**src/rcas_pkg.sv**
```systemverilog
// Purpose: constants and types shared by the coexistence arbiter status block
// Assumes: apb slave with 32-bit data, 16-bit registers in the low half of the word
// Notes: printed offsets are register indices; byte address is four times the index
package rcas_pkg;

	// register indices as printed, byte address is index times four
	localparam logic [31:0] RCAS_IDX_ARBITER_STATUS = 32'h50002F02;
	localparam logic [31:0] RCAS_IDX_ARBITER_STATUS_TWO = 32'h50002F04;
	localparam logic [31:0] RCAS_ADDR_ARBITER_STATUS = RCAS_IDX_ARBITER_STATUS << 2;
	localparam logic [31:0] RCAS_ADDR_ARBITER_STATUS_TWO = RCAS_IDX_ARBITER_STATUS_TWO << 2;
	localparam int RCAS_REG_WIDTH = 16;

	// arbiter_status field positions
	localparam int RCAS_ST_IGNORE_LINK = 15;
	localparam int RCAS_ST_IGNORE_OUTSIDE = 13;
	localparam int RCAS_ST_RADIO_IN_USE = 12;
	localparam int RCAS_ST_REQ_PIN_B = 11;
	localparam int RCAS_ST_REQ_PIN_A = 10;
	localparam int RCAS_ST_PRIORITY_OUT = 9;
	localparam int RCAS_ST_ACTIVITY_OUT = 8;
	localparam int RCAS_ST_WINDING_DOWN = 7;
	localparam int RCAS_ST_GRANT_LSB = 5;
	localparam int RCAS_ST_INDEX_LSB = 0;

	// arbiter_status_two field positions
	localparam int RCAS_ST2_OUTSIDE_USED = 15;
	localparam int RCAS_ST2_PTYPE_LSB = 12;
	localparam int RCAS_ST2_TX_ON = 11;
	localparam int RCAS_ST2_RX_ON = 10;
	localparam int RCAS_ST2_LINK_USED = 9;

	// grant owner codes, 2'h2 is never produced
	localparam logic [1:0] RCAS_GRANT_NONE = 2'h0;
	localparam logic [1:0] RCAS_GRANT_LINK = 2'h1;
	localparam logic [1:0] RCAS_GRANT_OUTSIDE = 2'h3;

	// reset values
	localparam logic [3:0] RCAS_INDEX_NULL = 4'h0;
	localparam logic [2:0] RCAS_PTYPE_RESET = 3'h0;
	localparam logic [31:0] RCAS_RDATA_RESET = 32'h0;

	typedef enum logic [1:0] {
		RCAS_IDLE,
		RCAS_LINK_OWNS,
		RCAS_OUTSIDE_OWNS,
		RCAS_WINDING_DOWN
	} rcas_state_t;

	typedef struct packed {
		rcas_state_t arbState;
		logic [1:0] grantCode;
		logic [3:0] winIndex;
		logic linkUsed;
		logic outsideUsed;
		logic radioBusyLate;
		logic [2:0] packetTypeUsed;
		logic priorityOut;
		logic activityOut;
		logic linkGrant;
		logic outsideGrant;
		logic [31:0] rdata;
		logic ready;
		logic slvErr;
	} rcas_regs_t;

endpackage

```
**src/rcas_arbiter_status.sv**
```systemverilog
// Purpose: coexistence arbiter core with its two read-only status registers on apb
// Assumes: all inputs synchronous to core_clk; priority table lookup sits outside
// Notes: the apb answer comes in the first access cycle; writes are accepted and ignored
//
// Notes on behaviour
// the link-core activity used for decisions is the link-ignore bit ANDed with the core's event-in-process.
// the outside activity used for decisions is the outside-ignore bit ANDed with the combined outside request.
// radio busy is the OR of all radio sub-functions, reported live and used by the arbiter one cycle late.
// status bits 11 to 8 show live the two request pins and the on-chip priority and activity pins.
// status bit 7 shows whether the arbiter sits in its winding-down substate.
// the grant code is 0 for none, 1 for the link core, 3 for the outside mac, and 2 is never produced.
// while the grant is none every mac is denied the radio and the priority pin stays low.
// in priority programming mode the priority entries are invalid and no new decision is taken.
// the grant stays none while no activity is asserted, and in programming mode once the transaction ends.
// a four-bit field shows the winning priority index, 0 meaning no entry.
// second status bit 15 shows the outside activity used by the decision logic.
// second status bits 14 to 12 show the packet type used by the decision logic.
// second status bits 11 and 10 show the link core's transmit and receive enables.
// second status bit 9 shows the link-core activity used by the decision logic.
// the combined outside request is the OR of the two request pins.
// writes to the status registers do nothing, reads have no side effect, and all registered fields reset to 0; fields fed live from inputs follow them.
`timescale 1ns/1ps
module rcas_arbiter_status
	import rcas_pkg::*;
#(
	parameter int ADDR_W = 16,
	parameter int SUB_FUNCS = 4
) (
	// clock and reset
	input wire logic core_clk,
	input wire logic rst,
	// apb slave
	input wire logic psel,
	input wire logic penable,
	input wire logic pwrite,
	input wire logic [ADDR_W-1:0] paddr,
	input wire logic [31:0] pwdata,
	input wire logic [3:0] pstrb,
	output logic [31:0] prdata,
	output logic pready,
	output logic pslverr,
	// control levels from the arbiter control register
	input wire logic ignoreLinkStat,
	input wire logic ignoreOutsideStat,
	input wire logic programmingMode,
	// outside wireless mac
	input wire logic outsideRequestPinA,
	input wire logic outsideRequestPinB,
	output logic onchipPriorityOut,
	output logic onchipActivityOut,
	// on-chip link-layer core
	input wire logic linkEventInProcess,
	input wire logic [2:0] packetTypeIndicator,
	input wire logic linkCoreTransmitOn,
	input wire logic linkCoreReceiveOn,
	output logic linkCoreGrant,
	// radio
	input wire logic [SUB_FUNCS-1:0] radioSubFunctionBusy,
	output logic outsideMacGrant,
	// priority table lookup
	input wire logic [3:0] priorityMatchIndex,
	input wire logic outsideWinsPriority
);

	rcas_regs_t state_reg;
	rcas_regs_t state_next;

	logic combinedOutsideReq;
	logic linkActiveNow;
	logic outsideActiveNow;
	logic radioInUseState;
	logic [15:0] statusWord;
	logic [15:0] statusTwoWord;
	logic setupPhase;

	// refuse parameter values that the decode or the busy merge cannot serve
	if (ADDR_W < 14 || ADDR_W > 32) begin : g_bad_addr_w
		$error("rcas_arbiter_status: ADDR_W must lie between 14 and 32");
	end
	if (SUB_FUNCS < 1) begin : g_bad_sub_funcs
		$error("rcas_arbiter_status: SUB_FUNCS must be at least 1");
	end

	// decode of a register byte address against the low address bits seen by this slave
	function automatic logic addrHits(input logic [ADDR_W-1:0] addr, input logic [31:0] byteAddr);
		addrHits = (addr[ADDR_W-1:2] == byteAddr[ADDR_W-1:2]);
	endfunction

	assign combinedOutsideReq = outsideRequestPinA | outsideRequestPinB;
	assign linkActiveNow = ignoreLinkStat & linkEventInProcess;
	assign outsideActiveNow = ignoreOutsideStat & combinedOutsideReq;
	assign radioInUseState = |radioSubFunctionBusy;
	assign setupPhase = psel & ~penable;

	always_comb begin
		statusWord = 16'h0000;
		statusWord[RCAS_ST_IGNORE_LINK] = ignoreLinkStat;
		statusWord[RCAS_ST_IGNORE_OUTSIDE] = ignoreOutsideStat;
		statusWord[RCAS_ST_RADIO_IN_USE] = radioInUseState;
		statusWord[RCAS_ST_REQ_PIN_B] = outsideRequestPinB;
		statusWord[RCAS_ST_REQ_PIN_A] = outsideRequestPinA;
		statusWord[RCAS_ST_PRIORITY_OUT] = state_reg.priorityOut;
		statusWord[RCAS_ST_ACTIVITY_OUT] = state_reg.activityOut;
		statusWord[RCAS_ST_WINDING_DOWN] = (state_reg.arbState == RCAS_WINDING_DOWN);
		statusWord[RCAS_ST_GRANT_LSB +: 2] = state_reg.grantCode;
		statusWord[RCAS_ST_INDEX_LSB +: 4] = state_reg.winIndex;
	end

	always_comb begin
		statusTwoWord = 16'h0000;
		statusTwoWord[RCAS_ST2_OUTSIDE_USED] = state_reg.outsideUsed;
		statusTwoWord[RCAS_ST2_PTYPE_LSB +: 3] = state_reg.packetTypeUsed;
		statusTwoWord[RCAS_ST2_TX_ON] = linkCoreTransmitOn;
		statusTwoWord[RCAS_ST2_RX_ON] = linkCoreReceiveOn;
		statusTwoWord[RCAS_ST2_LINK_USED] = state_reg.linkUsed;
	end

	always_comb begin
		state_next = state_reg;

		// activity and busy as seen by the decision logic
		state_next.linkUsed = linkActiveNow;
		state_next.outsideUsed = outsideActiveNow;
		state_next.radioBusyLate = radioInUseState;

		// packet type is taken when link activity rises and held for the transaction
		if (linkActiveNow && !state_reg.linkUsed) begin
			state_next.packetTypeUsed = packetTypeIndicator;
		end

		unique case (state_reg.arbState)
			RCAS_IDLE: begin
				// no decision while programming or while nothing is active
				if (!programmingMode) begin
					if (state_reg.outsideUsed && (!state_reg.linkUsed || outsideWinsPriority)) begin
						state_next.arbState = RCAS_OUTSIDE_OWNS;
						state_next.grantCode = RCAS_GRANT_OUTSIDE;
						state_next.winIndex = priorityMatchIndex;
					end else if (state_reg.linkUsed) begin
						state_next.arbState = RCAS_LINK_OWNS;
						state_next.grantCode = RCAS_GRANT_LINK;
						state_next.winIndex = priorityMatchIndex;
					end else begin
						state_next.grantCode = RCAS_GRANT_NONE;
					end
				end else begin
					state_next.grantCode = RCAS_GRANT_NONE;
				end
			end
			RCAS_LINK_OWNS: begin
				// the ongoing transaction completes even in programming mode
				if (!state_reg.linkUsed) begin
					state_next.arbState = RCAS_WINDING_DOWN;
				end
			end
			RCAS_OUTSIDE_OWNS: begin
				if (!state_reg.outsideUsed) begin
					state_next.arbState = RCAS_WINDING_DOWN;
				end
			end
			RCAS_WINDING_DOWN: begin
				// wait for the radio to go quiet, seen one cycle late
				if (!state_reg.radioBusyLate) begin
					state_next.arbState = RCAS_IDLE;
					state_next.grantCode = RCAS_GRANT_NONE;
				end
			end
		endcase

		// grants and the priority pin follow the decision, the activity pin follows link activity; none denies every mac
		state_next.linkGrant = (state_next.grantCode == RCAS_GRANT_LINK);
		state_next.outsideGrant = (state_next.grantCode == RCAS_GRANT_OUTSIDE);
		state_next.priorityOut = (state_next.grantCode == RCAS_GRANT_LINK);
		state_next.activityOut = linkActiveNow;

		// apb: answer in the first access cycle, writes ignored, reads side-effect free
		state_next.ready = setupPhase;
		state_next.slvErr = 1'b0;
		state_next.rdata = RCAS_RDATA_RESET;
		if (setupPhase) begin
			if (addrHits(paddr, RCAS_ADDR_ARBITER_STATUS)) begin
				if (!pwrite) begin
					state_next.rdata = {16'h0000, statusWord};
				end
			end else if (addrHits(paddr, RCAS_ADDR_ARBITER_STATUS_TWO)) begin
				if (!pwrite) begin
					state_next.rdata = {16'h0000, statusTwoWord};
				end
			end else begin
				state_next.slvErr = 1'b1;
			end
		end
	end

	always_ff @(posedge core_clk or posedge rst) begin
		if (rst) begin
			state_reg.arbState <= RCAS_IDLE;
			state_reg.grantCode <= RCAS_GRANT_NONE;
			state_reg.winIndex <= RCAS_INDEX_NULL;
			state_reg.linkUsed <= 1'b0;
			state_reg.outsideUsed <= 1'b0;
			state_reg.radioBusyLate <= 1'b0;
			state_reg.packetTypeUsed <= RCAS_PTYPE_RESET;
			state_reg.priorityOut <= 1'b0;
			state_reg.activityOut <= 1'b0;
			state_reg.linkGrant <= 1'b0;
			state_reg.outsideGrant <= 1'b0;
			state_reg.rdata <= RCAS_RDATA_RESET;
			state_reg.ready <= 1'b0;
			state_reg.slvErr <= 1'b0;
		end else begin
			state_reg <= state_next;
		end
	end

	assign prdata = state_reg.rdata;
	assign pready = state_reg.ready;
	assign pslverr = state_reg.slvErr;
	assign onchipPriorityOut = state_reg.priorityOut;
	assign onchipActivityOut = state_reg.activityOut;
	assign linkCoreGrant = state_reg.linkGrant;
	assign outsideMacGrant = state_reg.outsideGrant;

endmodule

```
**config.mk**
```make
export PLATFORM = sky130hd
export DESIGN_NAME = rcas_arbiter_status
export DESIGN_NICKNAME = d
export VERILOG_FILES = /design/src/rcas_pkg.sv /design/src/rcas_arbiter_status.sv
export SDC_FILE = /design/constraint.sdc
export NUM_CORES = 1
export LEC_CHECK = 0
export ABC_AREA = 1
export BUFFER_PORTS_ARGS = -buffer_cell sky130_fd_sc_hd__clkbuf_2
export CAP_MARGIN = 20
export CELL_PAD_IN_SITES_DETAIL_PLACEMENT = 0
export CELL_PAD_IN_SITES_GLOBAL_PLACEMENT = 1
export CORE_ASPECT_RATIO = 1.75
export CORE_MARGIN = 4
export CORE_UTILIZATION = 26
export DETAILED_ROUTE_END_ITERATION = 12
export PLACE_DENSITY = 0.81
export RECOVER_POWER = 100
export SLEW_MARGIN = 20
export SYNTH_ARGS = -nofsm -noshare
export SYNTH_HDL_FRONTEND = slang
export SYNTH_SLANG_ARGS = --single-unit
```
**constraint.sdc**
```tcl
create_clock -name core_clk -period 1.4 [get_ports core_clk]
set_clock_uncertainty 0.2 [all_clocks]
set_input_delay 0.21 -clock core_clk [delete_from_list [all_inputs] [get_ports core_clk]]
set_output_delay 0.21 -clock core_clk [all_outputs]
set_load 0.05 [all_outputs]
```
* Yosys cells after proc, flatten, opt, wreduce, memory -nomap -nowiden
Cells that the tools add are included.
** Word-level totals
- Latch bits :: 0
- Bits in read-only memories :: 0
- Bits in registers :: 50
- Output and inout port bits :: 38
- RAM bits :: 0
- Memories :: 0
- Bits of input ports :: 77
- Logic and storage cells :: 58
** Operators by class
- Order comparisons :: 0
- $add $sub $neg :: 0
- Multiplexer cells :: 19
- $mul :: 0
- Bitwise logic cells :: 6
- Shift operators :: 0
- Reduce and logical (&&, ||, !) cells :: 9
- Divide/modulo/power cells :: 0
- Equality and inequality tests :: 12
** Operator list (count)
- 32-bit 2-to-1 mux :: 2
- 16-bit 2-to-1 mux :: 3
- 14-bit equality test (second input constant) :: 2
- 2-bit 2-to-1 mux :: 5
- 4-bit 2-to-1 mux :: 2
- 8-bit 2-to-1 mux :: 1
- 2-bit inequality test (second input constant) :: 4
- 2-bit one-hot mux with 4 select lines :: 1
- 2-bit equality test (second input constant) :: 3
- 5-bit AND reduction :: 1
- 2-bit by 1-bit equality test with 1-bit output (second input constant) :: 2
- 1-bit 2-to-1 mux :: 4
- 2-bit one-hot mux with 2 select lines :: 1
- 4-bit OR reduction :: 1
- 1-bit bitwise AND :: 3
- 3-bit inequality test (second input constant) :: 1
- 3-bit AND reduction :: 1
- 1-bit logical AND :: 2
- 2-bit logical NOT :: 1
- 1-bit inverter :: 2
- 2-bit nonzero test :: 1
- 1-bit logical NOT :: 1
- 1-bit logical OR :: 1
- 1-bit OR :: 1

* Depth between registers and ports, before layout
- Depth after elaboration :: 7
- Gate-level depth with buffers :: 9
- Depth with buffers taken out :: 9

* Worst setup path after synthesis
Ideal clock, no wire load.
- Path kind :: flip-flop to flip-flop
- Start point :: reg onchipActivityOut (netlist name)
- End point :: reg state_reg[44] (netlist bit)
- Period minus slack after synthesis :: 1.598 ns
- Required time :: 1.075 ns
- Cell stages (with the launch flop) :: 5
- Slack :: -0.198 ns
- Arrival :: 1.273 ns
- Buffers on the path :: 0
- Setup time :: 0.125 ns
- Cell sequence :: dfrtp_1 inv_1 nand2_1 nand3_2 mux2_2
** RTL lines
- to (signal assigned) :: line rcas_arbiter_status.sv:212 : state_reg <= state_next;
- to (decl) :: line rcas_arbiter_status.sv:65 : rcas_regs_t state_reg;

* Worst setup path in the final report
- Start point :: reg state_reg[51] (netlist bit)
- End point :: reg state_reg[50] (netlist bit)
** Between the ends
- Longest elaborated chain between the ends :: 3
- Elaborated cells between the ends (all ways) :: 11
- Those cells by class :: eq/ne (8); mux (1); reduce/logical (2)
** RTL lines
- 2-bit equality test (tied with other cells) :: line rcas_arbiter_status.sv:131 : unique case (state_reg.arbState)
- 2-bit inequality test (no source line) or 3-bit inequality test (tied branches)
- 5-bit AND reduction (no source line)
Parallel ways exist; a longest one is shown, timed or not.
A chain may end at the register's enable or synchronous reset.

==> reports/summary.txt <==
FLOORPLANNING
--------------------------------------------------------------------------------
I/O pin cnt .......................................................          115
Effective utilization at floorplan ................................       26.70%
Die area ..........................................................     8499 µm²
Std-Cell Rows .....................................................           40
Die Ht ............................................................     119.0 µm
Horizontal die dimension ..........................................     71.43 µm
Area inside the core boundary .....................................     6857 µm²

ROUTE
--------------------------------------------------------------------------------
Number of remaining DRC errors ....................................            0
Total Routed Length ...............................................     3.684 mm
DRT Pass-1 Iters ..................................................            4
Total number of vias ..............................................        1,424
Remaining antenna violation count after routing ...................            0
Iteration-0 DRC count of the detailed router ......................           18
Vias per std cell .................................................        3.880
Average detailed-routed wire length per instance ..................     10.04 µm

RUN
--------------------------------------------------------------------------------
Max-cap viol count ................................................            0

PLACE
--------------------------------------------------------------------------------
Placed wire-length estimate after detailed placement ..............     3.061 mm
Buffers added on ports ............................................           59
DP Cell Count .....................................................          342
GP Congestion .....................................................       0.7483

STATUS
--------------------------------------------------------------------------------
Result of the run ................................................. complete, but fails checks
Failing checks .................................................... setup timing

SYNTH
--------------------------------------------------------------------------------
Number of instances in the synthesized netlist ....................          211
Top FF cell, synth ................................................      dfrtp_1
Biggest area consumer among synthesized cells .....................      dfrtp_1
Distinct cells, synth .............................................           23
Most numerous cell in the Yosys netlist ...........................      nand2_1
Total standard cell area after synthesis ..........................     1831 µm²
Proportion of synthesized chip area in sequential cells ...........       45.11%
Average footprint of a synthesized cell ...........................    8.675 µm²
Fraction of registers with async set or reset after synthesis .....       100.0%
Leading cell types by count after synthesis ....................... nand2_1, buf_4, dfrtp_1
Count of warnings emitted by yosys ................................            0
Largest cells by area after synthesis ............................. dfrtp_1, buf_4, nand2_1
Number of synthesized flops with an enable pin ....................            0
Synthesized flop and latch total ..................................           33
Area fraction of the dominant cell type after synthesis ...........       45.11%

LAYOUT
--------------------------------------------------------------------------------
Fraction of final layout cells with drive strength greater than 1 .       37.81%
Layout Nets .......................................................          363
ANT cells .........................................................            0
Final cell count without fillers ..................................          367
Number of flip-flops in the largest register ......................           15
Layout Area Growth over Synthesis .................................       32.95%
Final core utilization ............................................       35.49%

CLOCK TREE
--------------------------------------------------------------------------------
CTS Root Buffer Type ..............................................    clkbuf_16
Clock-pin transition on the worst setup and hold timing paths .....      0.05 ns
Number of CTS-inserted buffers ....................................            5
Number of buffers on the longest clock path .......................            2
H-tree level count ................................................            2
Clk_lat worst skew ................................................      0.27 ns
TritonCTS clock tree ..............................................        built
Total clock sinks .................................................           33

TIMING
--------------------------------------------------------------------------------
Fmax achieved .....................................................    682.9 MHz
Number of slew-limit violations in the final report ...............            0
Final setup viols .................................................            9
Setup TNS after final layout ......................................   -0.2464 ns
RSZ-0062 raised after global routing ..............................         true
Minimum setup slack in the final design ...........................  -0.06444 ns
Final worst path period share .....................................       104.6%
Period minus WS final .............................................     1.464 ns
Final hold violation count ........................................            0

GRT
--------------------------------------------------------------------------------
Initial antenna violation count ...................................            0
Wire length of the first global-routing pass ......................     6.299 mm
Total overflow reported by the global router ......................            0
All-layer global routing usage ....................................       9.207%
Number of global-route vias before repair .........................        1,459
Largest net degree at the start of global routing .................           34

CRITICAL PATH
--------------------------------------------------------------------------------
Critical setup path kind .......................................... register to register
Startpoint class of the critical path .............................     register
Crit path required time ...........................................      1.39 ns
Data arrival at the endpoint of the critical path .................      1.46 ns
Crit Path Max Fanout ..............................................            3
Worst Setup End Kind ..............................................     register

MIN PATH
--------------------------------------------------------------------------------
Hold crit path type ............................................... input port to register

POWER
--------------------------------------------------------------------------------
PwrDens ...........................................................  1439 nW/µm²
Cell leakage power ................................................     1.308 nW
Max IR drop VDD ...................................................  0.0006408 V
Total Power .......................................................     3.501 mW

[cell usage in the layout, fill, tap and decap left out]
cell type / n
or2_4: 1
clkbuf_2: 57
nand2_1: 41
nand3_1: 11
nand3b_1: 1
nor3_1: 1
o21ai_1: 2
dfrtp_1: 32
a21oi_1: 2
nand2_2: 4
buf_12: 1
o22ai_2: 2
dlygate4sd3_1: 14
inv_2: 4
mux2_4: 1
clkbuf_4: 1
buf_2: 2
clkinv_2: 1
o21ai_0: 1
clkbuf_8: 2
mux2_2: 6
nand3_4: 1
ha_1: 3
nor3_2: 2
ha_4: 1
nand3_2: 1
nor2_4: 2
buf_4: 8
clkbuf_1: 1
nor2_2: 2
conb_1: 17
dfrtp_2: 1
inv_1: 28
nor2_1: 22
clkbuf_16: 5
a21oi_2: 2
[critical path, stage by stage, from the launching register on]
cell	delay, ns
dfrtp_1	0.40
inv_2	0.08
ha_4	0.29
inv_2	0.04
or2_4	0.22
nand2_1	0.06
nand2_1	0.04
o21ai_1	0.07
[power breakdown]
group          internal, mW  switching [mW]  total, mW
Sequential             1.11          0.0916       1.20
Combinational         0.527           0.668       1.19
Clock                 0.751           0.358       1.11
[final timing paths]
path | from | slack, ns | depth (start not counted) | endpoint
max | state_reg[51]$_DFFE_PP0P_ | -0.06 | 7 | state_reg[50]$_DFFE_PP0P_
min in group asynchronous | rst | 0.38 | 4 | prdata[3]$_DFF_PP0_
max reg2reg | state_reg[51]$_DFFE_PP0P_ | -0.06 | 7 | state_reg[50]$_DFFE_PP0P_
min | outsideRequestPinA | 0.001 | 3 | state_reg[42]$_DFF_PP0_
max in group asynchronous | rst | 0.29 | 4 | onchipActivityOut$_DFF_PP0_
min reg2reg | state_reg[38]$_DFFE_PP0P_ | 0.30 | 1 | state_reg[38]$_DFFE_PP0P_
[timing repair]
item / 4_1_cts / 5_1_grt
buffers inserted: 1 / 2
endpoints found under the setup margin: 9 / 11
pin swaps: 2 / 1
hold buffers: 13 / 1
hold endpoints to repair: 45 / 1
resized for setup: 6 / 4
[cell families after synthesis]
logic type | Yosys count | synth area share (%)
buffers and inverters | 68 | 21.74
adder cells (fa/ha/maj) | 4 | 2.734
flip-flops | 33 | 45.11
AND/OR/NAND/NOR | 89 | 22.97
multiplexers | 7 | 4.306
other | 1 | 0.2049
AO/OA/AOI/OAI | 9 | 2.939
[metal layers]
layer / wire [µm] / vias up / track usage (%)
met3: 235 / 4 / 2.449
met5: 0 / - / 0
met2: 2152 / 42 / 17.45
li1: - / 729 / -
met1: 1233 / 649 / 9.163
met4: 62 / 0 / 3.529
[cell type report]
type                       instances  area (µm²)
clock buffer                       7       152.6
sequential                        33       827.0
multi-input combinational        126       696.9
fill                             709        4423
clock inverter                     1       5.005
timing repair buffer              84       526.8
tap                               84       105.1
inverter                          32       120.1
[per-stage QoR]
stage               instance area, µm²  hold WS, ns  worst slack, ns
floorplan                         1917      0.08751         -0.01765
global placement                  2112      0.08989         -0.06046
detailed placement                2112      0.09074         -0.08216
CTS                               2427     -0.03879         -0.06136
global route                      2434      0.03873          -0.1535
finish                            2434     0.001336         -0.06444
(Power assumes the default switching activity.)
